File: src/verilog/rdec_params.svh
// timing and select constants for the line driver enable control
// assumes a 250 MHz system clock; all delays count 10 us timebase ticks
`ifndef RDEC_PARAMS_SVH
`define RDEC_PARAMS_SVH

// ----------------------------------------------------------------------
// clock and timebase
// ----------------------------------------------------------------------
`define RDEC_CLK_PERIOD_PS 4000
`define RDEC_TICK_US       10
`define RDEC_TICK_CYCLES   ((`RDEC_TICK_US * 1000000) / `RDEC_CLK_PERIOD_PS)

// ----------------------------------------------------------------------
// enable delay settings, times in us
// ----------------------------------------------------------------------
`define RDEC_DLY_A_US      30000
`define RDEC_DLY_B_US      10000
`define RDEC_DLY_C_US      0
`define RDEC_DLY_SEL_A     2'h0
`define RDEC_DLY_SEL_B     2'h1
`define RDEC_DLY_SEL_C     2'h2
`define RDEC_DLY_SEL_ON    2'h3

// ----------------------------------------------------------------------
// data hold and turnaround settings, times in us
// ----------------------------------------------------------------------
`define RDEC_HOLD_A_US     70000
`define RDEC_HOLD_B_US     7000
`define RDEC_HOLD_C_US     2000
`define RDEC_HOLD_D_US     700
`define RDEC_HOLD_E_US     150
`define RDEC_TURN_A_US     0
`define RDEC_TURN_B_US     100
`define RDEC_TURN_C_US     1000
`define RDEC_TURN_D_US     5000
`define RDEC_TURN_E_US     35000
`define RDEC_SEL_A         3'h0
`define RDEC_SEL_B         3'h1
`define RDEC_SEL_C         3'h2
`define RDEC_SEL_D         3'h3
`define RDEC_SEL_E         3'h4

`define RDEC_TMR_W         13
`define RDEC_TICK_W        16

`endif

File: src/verilog/rdec_pkg.sv
// types shared by the line driver enable control
// assumes rdec_params.svh supplies the numeric constants
`default_nettype none

package rdec_pkg;

  typedef enum logic [3:0] {
    RDEC_IDLE  = 4'b0001,
    RDEC_WAIT  = 4'b0010,
    RDEC_DRIVE = 4'b0100,
    RDEC_HOLD  = 4'b1000
  } rdec_state_t;

  // jumper and switch settings, static during operation
  typedef struct packed {
    logic [1:0] enable_delay_select;
    logic       enable_source_select;    // 0 control lead, 1 data
    logic [2:0] data_hold_time_select;
    logic [2:0] turnaround_time_select;
    logic       wire_count_select;       // 0 four wire, 1 two wire
    logic       cts_inhibit_select;
    logic       port_role_select;        // 0 dce, 1 dte
    logic       loopback_switch;
    logic       line_bias_switch;
  } rdec_cfg_t;

  typedef struct packed {
    logic tx_line_inverting;
    logic tx_line_noninverting;
  } rdec_txpair_t;

endpackage

`default_nettype wire

File: src/verilog/rdec_delay_timer.sv
// down counter in timebase ticks; busy while the delay runs
// assumes tick_in is a one-cycle pulse from rdec_timebase
`default_nettype none
`include "rdec_params.svh"

module rdec_delay_timer (
  input  wire logic                   clk_in,
  input  wire logic                   rst_b_in,
  input  wire logic                   start_in,
  input  wire logic [`RDEC_TMR_W-1:0] load_in,
  input  wire logic                   tick_in,
  output logic                        busy_out
);
  import rdec_pkg::*;

  logic [`RDEC_TMR_W-1:0] cnt;

  // one extra tick since the first tick may land right after the start,
  // so the delay is never shorter than asked
  always_ff @(posedge clk_in or negedge rst_b_in) begin
    if (!rst_b_in) begin
      cnt <= '0;
    end else if (start_in) begin
      cnt <= (load_in == '0) ? '0 : `RDEC_TMR_W'(load_in + 1'b1);
    end else if (tick_in && cnt != '0) begin
      cnt <= `RDEC_TMR_W'(cnt - 1'b1);
    end
  end

  assign busy_out = (cnt != '0);
endmodule

`default_nettype wire

File: src/verilog/rdec_timebase.sv
// free running timebase: one-cycle tick every TICK_CYCLES clocks
// assumes a single clock domain with asynchronous active-low reset
`default_nettype none
`include "rdec_params.svh"

module rdec_timebase #(
  parameter int unsigned TICK_CYCLES = `RDEC_TICK_CYCLES
) (
  input  wire logic clk_in,
  input  wire logic rst_b_in,
  output var  logic tick_out
);
  import rdec_pkg::*;

  logic [`RDEC_TICK_W-1:0] div;

  // fixed timebase for every delay counter
  always_ff @(posedge clk_in or negedge rst_b_in) begin
    if (!rst_b_in) begin
      div      <= '0;
      tick_out <= 1'b0;
    end else if (div == `RDEC_TICK_W'(TICK_CYCLES - 1)) begin
      div      <= '0;
      tick_out <= 1'b1;
    end else begin
      div      <= `RDEC_TICK_W'(div + 1'b1);
      tick_out <= 1'b0;
    end
  end
endmodule

`default_nettype wire

File: src/verilog/rdec_top.sv
// line driver enable control of a serial-to-differential converter
// assumes all pin inputs are synchronous to clk_in; settings are static
`default_nettype none
`include "rdec_params.svh"

module rdec_top #(
  parameter int unsigned TICK_CYCLES = `RDEC_TICK_CYCLES
) (
  input  wire logic               clk_in,
  input  wire logic               rst_b_in,
  input  wire rdec_pkg::rdec_cfg_t cfg_in,
  input  wire logic               rts_in,
  input  wire logic               cd_in,
  input  wire logic               tx_data_in,
  input  wire logic               line_carrier_in,
  input  wire logic               rx_line_inverting_in,
  input  wire logic               rx_line_noninverting_in,
  output rdec_pkg::rdec_txpair_t  tx_pair_out,
  output logic                    driver_enable_out,
  output logic                    receiver_enable_out,
  output logic                    rx_data_out,
  output logic                    cts_out,
  output logic                    cd_out,
  output logic                    dsr_out,
  output logic                    tx_led_out,
  output logic                    rx_led_out,
  output logic                    cd_led_out
);
  import rdec_pkg::*;

  // ----------------------------------------------------------------------
  // delay lookup
  // ----------------------------------------------------------------------
  function automatic logic [`RDEC_TMR_W-1:0] to_ticks(input int unsigned us);
    to_ticks = `RDEC_TMR_W'(us / `RDEC_TICK_US);
  endfunction

  function automatic logic [`RDEC_TMR_W-1:0] dly_ticks(input logic [1:0] sel);
    case (sel)
      `RDEC_DLY_SEL_A: dly_ticks = to_ticks(`RDEC_DLY_A_US);
      `RDEC_DLY_SEL_B: dly_ticks = to_ticks(`RDEC_DLY_B_US);
      default:         dly_ticks = to_ticks(`RDEC_DLY_C_US);
    endcase
  endfunction

  function automatic logic [`RDEC_TMR_W-1:0] hold_ticks(input logic [2:0] sel);
    case (sel)
      `RDEC_SEL_A: hold_ticks = to_ticks(`RDEC_HOLD_A_US);
      `RDEC_SEL_C: hold_ticks = to_ticks(`RDEC_HOLD_C_US);
      `RDEC_SEL_D: hold_ticks = to_ticks(`RDEC_HOLD_D_US);
      `RDEC_SEL_E: hold_ticks = to_ticks(`RDEC_HOLD_E_US);
      default:     hold_ticks = to_ticks(`RDEC_HOLD_B_US);
    endcase
  endfunction

  function automatic logic [`RDEC_TMR_W-1:0] turn_ticks(input logic [2:0] sel);
    case (sel)
      `RDEC_SEL_A: turn_ticks = to_ticks(`RDEC_TURN_A_US);
      `RDEC_SEL_C: turn_ticks = to_ticks(`RDEC_TURN_C_US);
      `RDEC_SEL_D: turn_ticks = to_ticks(`RDEC_TURN_D_US);
      `RDEC_SEL_E: turn_ticks = to_ticks(`RDEC_TURN_E_US);
      default:     turn_ticks = to_ticks(`RDEC_TURN_B_US);
    endcase
  endfunction

  // ----------------------------------------------------------------------
  // timebase and timers
  // ----------------------------------------------------------------------
  logic        tick;
  logic        dly_start;
  logic        dly_busy;
  logic        hold_start;
  logic        hold_busy;
  logic        turn_start;
  logic        turn_busy;
  rdec_state_t state;
  rdec_state_t next_state;
  logic        txd_prev;
  logic        rts_prev;
  logic        inhibit;
  logic        drv_prev;

  rdec_timebase #(.TICK_CYCLES(TICK_CYCLES)) u_tb (
    .clk_in   (clk_in),
    .rst_b_in (rst_b_in),
    .tick_out (tick)
  );

  rdec_delay_timer u_dly (
    .clk_in   (clk_in),
    .rst_b_in (rst_b_in),
    .start_in (dly_start),
    .load_in  (dly_ticks(cfg_in.enable_delay_select)),
    .tick_in  (tick),
    .busy_out (dly_busy)
  );

  rdec_delay_timer u_hold (
    .clk_in   (clk_in),
    .rst_b_in (rst_b_in),
    .start_in (hold_start),
    .load_in  (hold_ticks(cfg_in.data_hold_time_select)),
    .tick_in  (tick),
    .busy_out (hold_busy)
  );

  rdec_delay_timer u_turn (
    .clk_in   (clk_in),
    .rst_b_in (rst_b_in),
    .start_in (turn_start),
    .load_in  (turn_ticks(cfg_in.turnaround_time_select)),
    .tick_in  (tick),
    .busy_out (turn_busy)
  );

  // ----------------------------------------------------------------------
  // enable source and driver state
  // ----------------------------------------------------------------------
  logic perm_on;
  logic data_mode;
  logic lead;
  logic txd_rise;
  logic drv_en;
  logic cd_now;

  assign perm_on   = (cfg_in.enable_delay_select == `RDEC_DLY_SEL_ON);
  assign data_mode = cfg_in.enable_source_select;
  // a terminal has no clear-to-send, so carrier detect is the lead
  assign lead      = cfg_in.port_role_select ? cd_in : rts_in;
  assign txd_rise  = tx_data_in && !txd_prev;
  assign cd_now    = cfg_in.line_bias_switch || line_carrier_in;

  always_comb begin
    next_state = state;
    dly_start  = 1'b0;
    hold_start = 1'b0;
    if (perm_on) begin
      next_state = RDEC_IDLE;
    end else if (!data_mode) begin
      case (state)
        RDEC_IDLE: begin
          if (lead) begin
            next_state = RDEC_WAIT;
            dly_start  = 1'b1;
          end
        end
        RDEC_WAIT: begin
          if (!lead) begin
            next_state = RDEC_IDLE;
          end else if (!dly_busy) begin
            next_state = RDEC_DRIVE;
          end
        end
        default: begin
          if (!lead) begin
            next_state = RDEC_IDLE;
          end else begin
            next_state = RDEC_DRIVE;
          end
        end
      endcase
    end else begin
      case (state)
        RDEC_DRIVE, RDEC_HOLD: begin
          if (!tx_data_in) begin
            next_state = RDEC_DRIVE;
          end else if (txd_rise) begin
            next_state = RDEC_HOLD;
            hold_start = 1'b1;
          end else if (state == RDEC_HOLD && !hold_busy) begin
            next_state = RDEC_IDLE;
          end else if (state == RDEC_DRIVE) begin
            next_state = RDEC_HOLD;
            hold_start = 1'b1;
          end
        end
        default: begin
          if (!tx_data_in) begin
            next_state = RDEC_DRIVE;
          end else begin
            next_state = RDEC_IDLE;
          end
        end
      endcase
    end
  end

  always_ff @(posedge clk_in or negedge rst_b_in) begin
    if (!rst_b_in) begin
      state <= RDEC_IDLE;
    end else begin
      state <= next_state;
    end
  end

  always_ff @(posedge clk_in or negedge rst_b_in) begin
    if (!rst_b_in) begin
      txd_prev <= 1'b1;
      rts_prev <= 1'b0;
      drv_prev <= 1'b0;
    end else begin
      txd_prev <= tx_data_in;
      rts_prev <= rts_in;
      drv_prev <= drv_en;
    end
  end

  assign drv_en = perm_on || state == RDEC_DRIVE || state == RDEC_HOLD;

  // ----------------------------------------------------------------------
  // clear-to-send inhibit
  // ----------------------------------------------------------------------
  logic inh_now;

  // carrier seen at the rts rising edge blocks cts until rts drops
  assign inh_now = cfg_in.cts_inhibit_select && rts_in && !rts_prev && cd_now;

  always_ff @(posedge clk_in or negedge rst_b_in) begin
    if (!rst_b_in) begin
      inhibit <= 1'b0;
    end else if (!rts_in) begin
      inhibit <= 1'b0;
    end else if (inh_now) begin
      inhibit <= 1'b1;
    end
  end

  // ----------------------------------------------------------------------
  // half-duplex turnaround
  // ----------------------------------------------------------------------
  // starts only once the driver drops, which in data mode is after the
  // hold time, so the two delays add
  assign turn_start = cfg_in.wire_count_select && drv_prev && !drv_en;

  // ----------------------------------------------------------------------
  // registered pin outputs
  // ----------------------------------------------------------------------
  logic rx_zero;
  logic rx_en;

  assign rx_zero = rx_line_inverting_in && !rx_line_noninverting_in;
  assign rx_en   = !cfg_in.wire_count_select
                   || (!drv_en && !turn_busy && !turn_start);

  always_ff @(posedge clk_in or negedge rst_b_in) begin
    if (!rst_b_in) begin
      tx_pair_out         <= '0;
      driver_enable_out   <= 1'b0;
      receiver_enable_out <= 1'b0;
      rx_data_out         <= 1'b1;
      cts_out             <= 1'b0;
      cd_out              <= 1'b0;
      dsr_out             <= 1'b0;
      tx_led_out          <= 1'b0;
      rx_led_out          <= 1'b0;
      cd_led_out          <= 1'b0;
    end else begin
      // a zero drives the inverting line positive
      tx_pair_out.tx_line_inverting    <= drv_en && !tx_data_in;
      tx_pair_out.tx_line_noninverting <= drv_en && tx_data_in;
      driver_enable_out   <= drv_en;
      receiver_enable_out <= rx_en;
      // loopback returns terminal data; a disabled receiver reads as mark
      rx_data_out <= cfg_in.loopback_switch ? tx_data_in : !(rx_en && rx_zero);
      cts_out     <= !cfg_in.port_role_select && rts_in && drv_en
                     && !inhibit && !inh_now;
      cd_out      <= cd_now;
      dsr_out     <= !cfg_in.port_role_select;
      tx_led_out  <= drv_en && !tx_data_in;
      rx_led_out  <= rx_zero;
      cd_led_out  <= cd_now;
    end
  end

  // ----------------------------------------------------------------------
  // checks
  // ----------------------------------------------------------------------
  localparam int unsigned DLY_A_CYC = (`RDEC_DLY_A_US / `RDEC_TICK_US) * TICK_CYCLES;

  logic [23:0] lead_cnt;

  always_ff @(posedge clk_in or negedge rst_b_in) begin
    if (!rst_b_in) begin
      lead_cnt <= '0;
    end else if (!lead) begin
      lead_cnt <= '0;
    end else if (lead_cnt != 24'hffffff) begin
      lead_cnt <= 24'(lead_cnt + 1'b1);
    end
  end
endmodule

`default_nettype wire
File: config.mk
export PLATFORM = sky130hd
export DESIGN_NAME = rdec_top
export DESIGN_NICKNAME = d
export VERILOG_FILES = /design/src/verilog/rdec_pkg.sv /design/src/verilog/rdec_delay_timer.sv /design/src/verilog/rdec_timebase.sv /design/src/verilog/rdec_top.sv
export VERILOG_INCLUDE_DIRS = /design/src /design/src/verilog
export SDC_FILE = /design/constraint.sdc
export NUM_CORES = 1
export LEC_CHECK = 0
export BUFFER_PORTS_ARGS = -buffer_cell sky130_fd_sc_hd__buf_2
export CAP_MARGIN = 40
export CORE_ASPECT_RATIO = 1.75
export CORE_MARGIN = 10
export CORE_UTILIZATION = 40
export CTS_BUF_LIST = sky130_fd_sc_hd__clkbuf_4 sky130_fd_sc_hd__clkbuf_8
export DETAILED_ROUTE_END_ITERATION = 8
export GPL_ROUTABILITY_DRIVEN = 0
export SYNTH_ARGS = -nofsm -noshare
export SYNTH_HDL_FRONTEND = slang
export SYNTH_SLANG_ARGS = --single-unit
File: constraint.sdc
create_clock -name clk_in -period 5.1 [get_ports clk_in]
set_clock_uncertainty 0.1 [all_clocks]
set_input_delay 0.255 -clock clk_in [delete_from_list [all_inputs] [get_ports clk_in]]
set_output_delay 0.255 -clock clk_in [all_outputs]
set_load 0.05 [all_outputs]
==> flow_metrics.env <==
export IMPL_outcome="finished clean"
export IMPL_clock_sinks=72
export IMPL_period_share_pct=46.5
export IMPL_ant_nets=0
export IMPL_fin_area_um2=4290
export IMPL_start_util_pct=40.9
export IMPL_vdd_ir_drop_worst_mv=0.211
export IMPL_dp_final_hpwl_mm=6.14
export IMPL_critPathLaunch="state[3]$_DFFE_PN0P_"
export IMPL_crit_chain="xnor2_1, o31a_1, nand3_1, a21oi_1, a22oi_1"
export IMPL_numCtsBuffers=9
export IMPL_p_leak_uw=0.00174
export IMPL_rsz0062_at_grt="no"
export IMPL_cts_tree="built"
export IMPL_slew_violations=0
export IMPL_cts_root_buffer="clkbuf_8"
export IMPL_viasPerCell=5.40
export IMPL_io_pins=33
export IMPL_syn_to_final_growth_pct=15.5
export IMPL_post_route_util_pct=47.2
export IMPL_hold_viol=0
export IMPL_synth_largest_area_cell="dfrtp_1"
export IMPL_io_buffer_count=32
export IMPL_path_buf_inv=0
export IMPL_power_density_nw_per_um2=365
export IMPL_vias=2906
export IMPL_ys_seq_area_share_pct=48.6
export IMPL_rows=46
export IMPL_relSlewSlack_pct=53.1
export IMPL_syn_inst=372
export IMPL_hold_class="input port to flip-flop"
export IMPL_power_uw=1570
export IMPL_clk_pin_slew_worst_paths_ps=80
export IMPL_maxCapViolCount=0
export IMPL_critical_path_depth=5
export IMPL_setup_tns_ps=0
export IMPL_place_area_um2=4020
export IMPL_async_reset_ff_share_pct=100
export IMPL_crit_end="u_turn.cnt[8]$_DFFE_PN0P_"
export IMPL_rr_startpoint="state[3]$_DFFE_PN0P_"
export IMPL_die_w_um=92.9
export IMPL_cp_start_kind="flip-flop"
export IMPL_wire_per_inst_um=15.4
export IMPL_clock_latency_ps=350
export IMPL_tightest_slew_ps=697
export IMPL_die_h_um=148
export IMPL_routed_wl_mm=8.31
export IMPL_fmax_mhz=422
export IMPL_antenna_cells=0
export IMPL_synthTopCellsByCount="dfrtp_1 (69), a21oi_1 (32), nor2_1 (31), xnor2_1 (30), nand2_1 (29)"
export IMPL_synth_seq_cells=72
export IMPL_grt_usage_pct=13.1
export IMPL_synth_edf_count=0
export IMPL_syn_cell_area_um2=3720
export IMPL_grt_pass1_vias=3060
export IMPL_grt_pass1_wl_mm=14.6
export IMPL_ys_flop_type="dfrtp_1"
export IMPL_final_layout_size_suffix_gt1_share_pct=16.0
export IMPL_critical_path_slowest_cell="a21oi_1"
export IMPL_reg2reg_slack_ps=2730
export IMPL_grt_max_degree=44
export IMPL_r2r_end="u_turn.cnt[8]$_DFFE_PN0P_"
export IMPL_synth_top_area_share_pct=46.4
export IMPL_yosys_warnings=0
export IMPL_nets=442
export IMPL_antenna_found_initial=0
export IMPL_syn_avg_cell_area_um2=10.0
export IMPL_drt_iter0_drc=131
export IMPL_r2r_cells=5
export IMPL_critPathCaptureType="flip-flop"
export IMPL_fin_crit_ps=2370
export IMPL_crit_fanout=19
export IMPL_grt_overflow=0
export IMPL_path_delay_family="compound AO/OA/AOI/OAI gates"
export IMPL_critPathArrivalTime_ps=2460
export IMPL_synth_fp_nets=401
export IMPL_drt_pre_antenna_iters=4
export IMPL_synthTopCellsByArea="dfrtp_1 (46%), xnor2_1 (7.1%), a21oi_1 (4.3%)"
export IMPL_htree_levels=3
export IMPL_synth_most_common_cell="dfrtp_1"
export IMPL_cp_slowest_stage_delay_ps=570
export IMPL_core_area_um2=9090
export IMPL_crit_type="flip-flop to flip-flop"
export IMPL_cts_setup_buffers=0
export IMPL_cts_buffer_depth=2
export IMPL_required_ps=5190
export IMPL_ys_types=56
export IMPL_setup_viol=0
export IMPL_remaining_drc_errors=0
export IMPL_die_area_um2=13700
through the flow:
step | setup slack, ps | std cells | hold WS, ps
4_1_cts | 2740 | 538 | 2.58
3_5_place_dp | 2760 | 517 | 200
2_1_floorplan | 3050 | 372 | -141
5_1_grt | 2430 | 538 | 9.41
6_report | 2730 | 538 | 16.8
3_3_place_gp | 2860 | 516 | 327
cell type report:
class / count / area (µm²)
Sequential cell: 72 / 1810
Multi-Input combinational cell: 281 / 1840
Inverter: 9 / 33.8
Tap cell: 120 / 150
Clock inverter: 6 / 82.6
Clock buffer: 10 / 138
Timing Repair Buffer: 40 / 245
Fill cell: 931 / 4800
cells by family (layout without fill, tap and decap cells):
kind of cell,count (synthesis),after routing,share of synthesized area (%)
fa+ha+maj,7,7,2.36
simple gates,167,167,25.3
buf+inv,19,65,2.15
xor+xnor,44,44,10.4
mux,4,4,1.14
compound gates,59,59,10.1
flops,72,72,48.6
how the worst min path moves through the flow:
stage | start | to | slack, ps | cells after the start
finish | cfg_in[0] | cd_led_out$_DFF_PN0_ | 20 | 2
global route | line_carrier_in | cd_led_out$_DFF_PN0_ | 9 | 2
CTS | cfg_in[0] | cd_led_out$_DFF_PN0_ | 3 | 2
detailed placement | rst_b_in | u_turn.cnt[5]$_DFFE_PN0P_ | 200 | 2
global placement | rx_line_noninverting_in | rx_led_out$_DFF_PN0_ | 330 | 2
floorplan | rst_b_in | cd_led_out$_DFF_PN0_ | -140 | 0
metal layers:
layer,global-route usage [%],part of all wire (%)
met4,5.89,2.4
met1,14.1,41
met5,0,0
met2,23.0,53
met3,3.80,3.8
registers in the layout (all words and copies together), names as in the netlist, 4 cells and up:
name,flops
u_hold.cnt,13
u_tb.div,16
u_dly.cnt,13
u_turn.cnt,13
state,4
repair_timing:
action                                 CTS  global route
hold buffers                             5             0
resized for setup                        0             0
endpoints found under the hold margin   33             0
power by group:
part,total (µW),switching [µW],internal [µW]
Clock,510,224,286
Combinational,280,150,129
Sequential,779,110,668
cells in the final DEF (no fill, tap or decap), types with 3 or more instances in the layout:
master	n
xor2_1	14
nand3b_1	4
nor3_1	16
nand3_1	15
or3_1	5
a22oi_1	3
dfstp_2	3
nand2_1	29
nor4b_1	4
nand2b_1	4
ha_1	7
a21oi_1	32
nor4_1	14
nand4_1	8
xnor2_1	30
nor2b_1	11
o21ai_0	3
dlygate4sd3_1	5
clkinv_2	3
nor2_1	31
and4_1	3
and2_1	3
dfrtp_1	69
and3_1	4
nor4_2	3
a211oi_1	4
clkbuf_8	10
buf_2	32
inv_1	9
o31ai_1	4
Power figures use the tool's default switching activity.
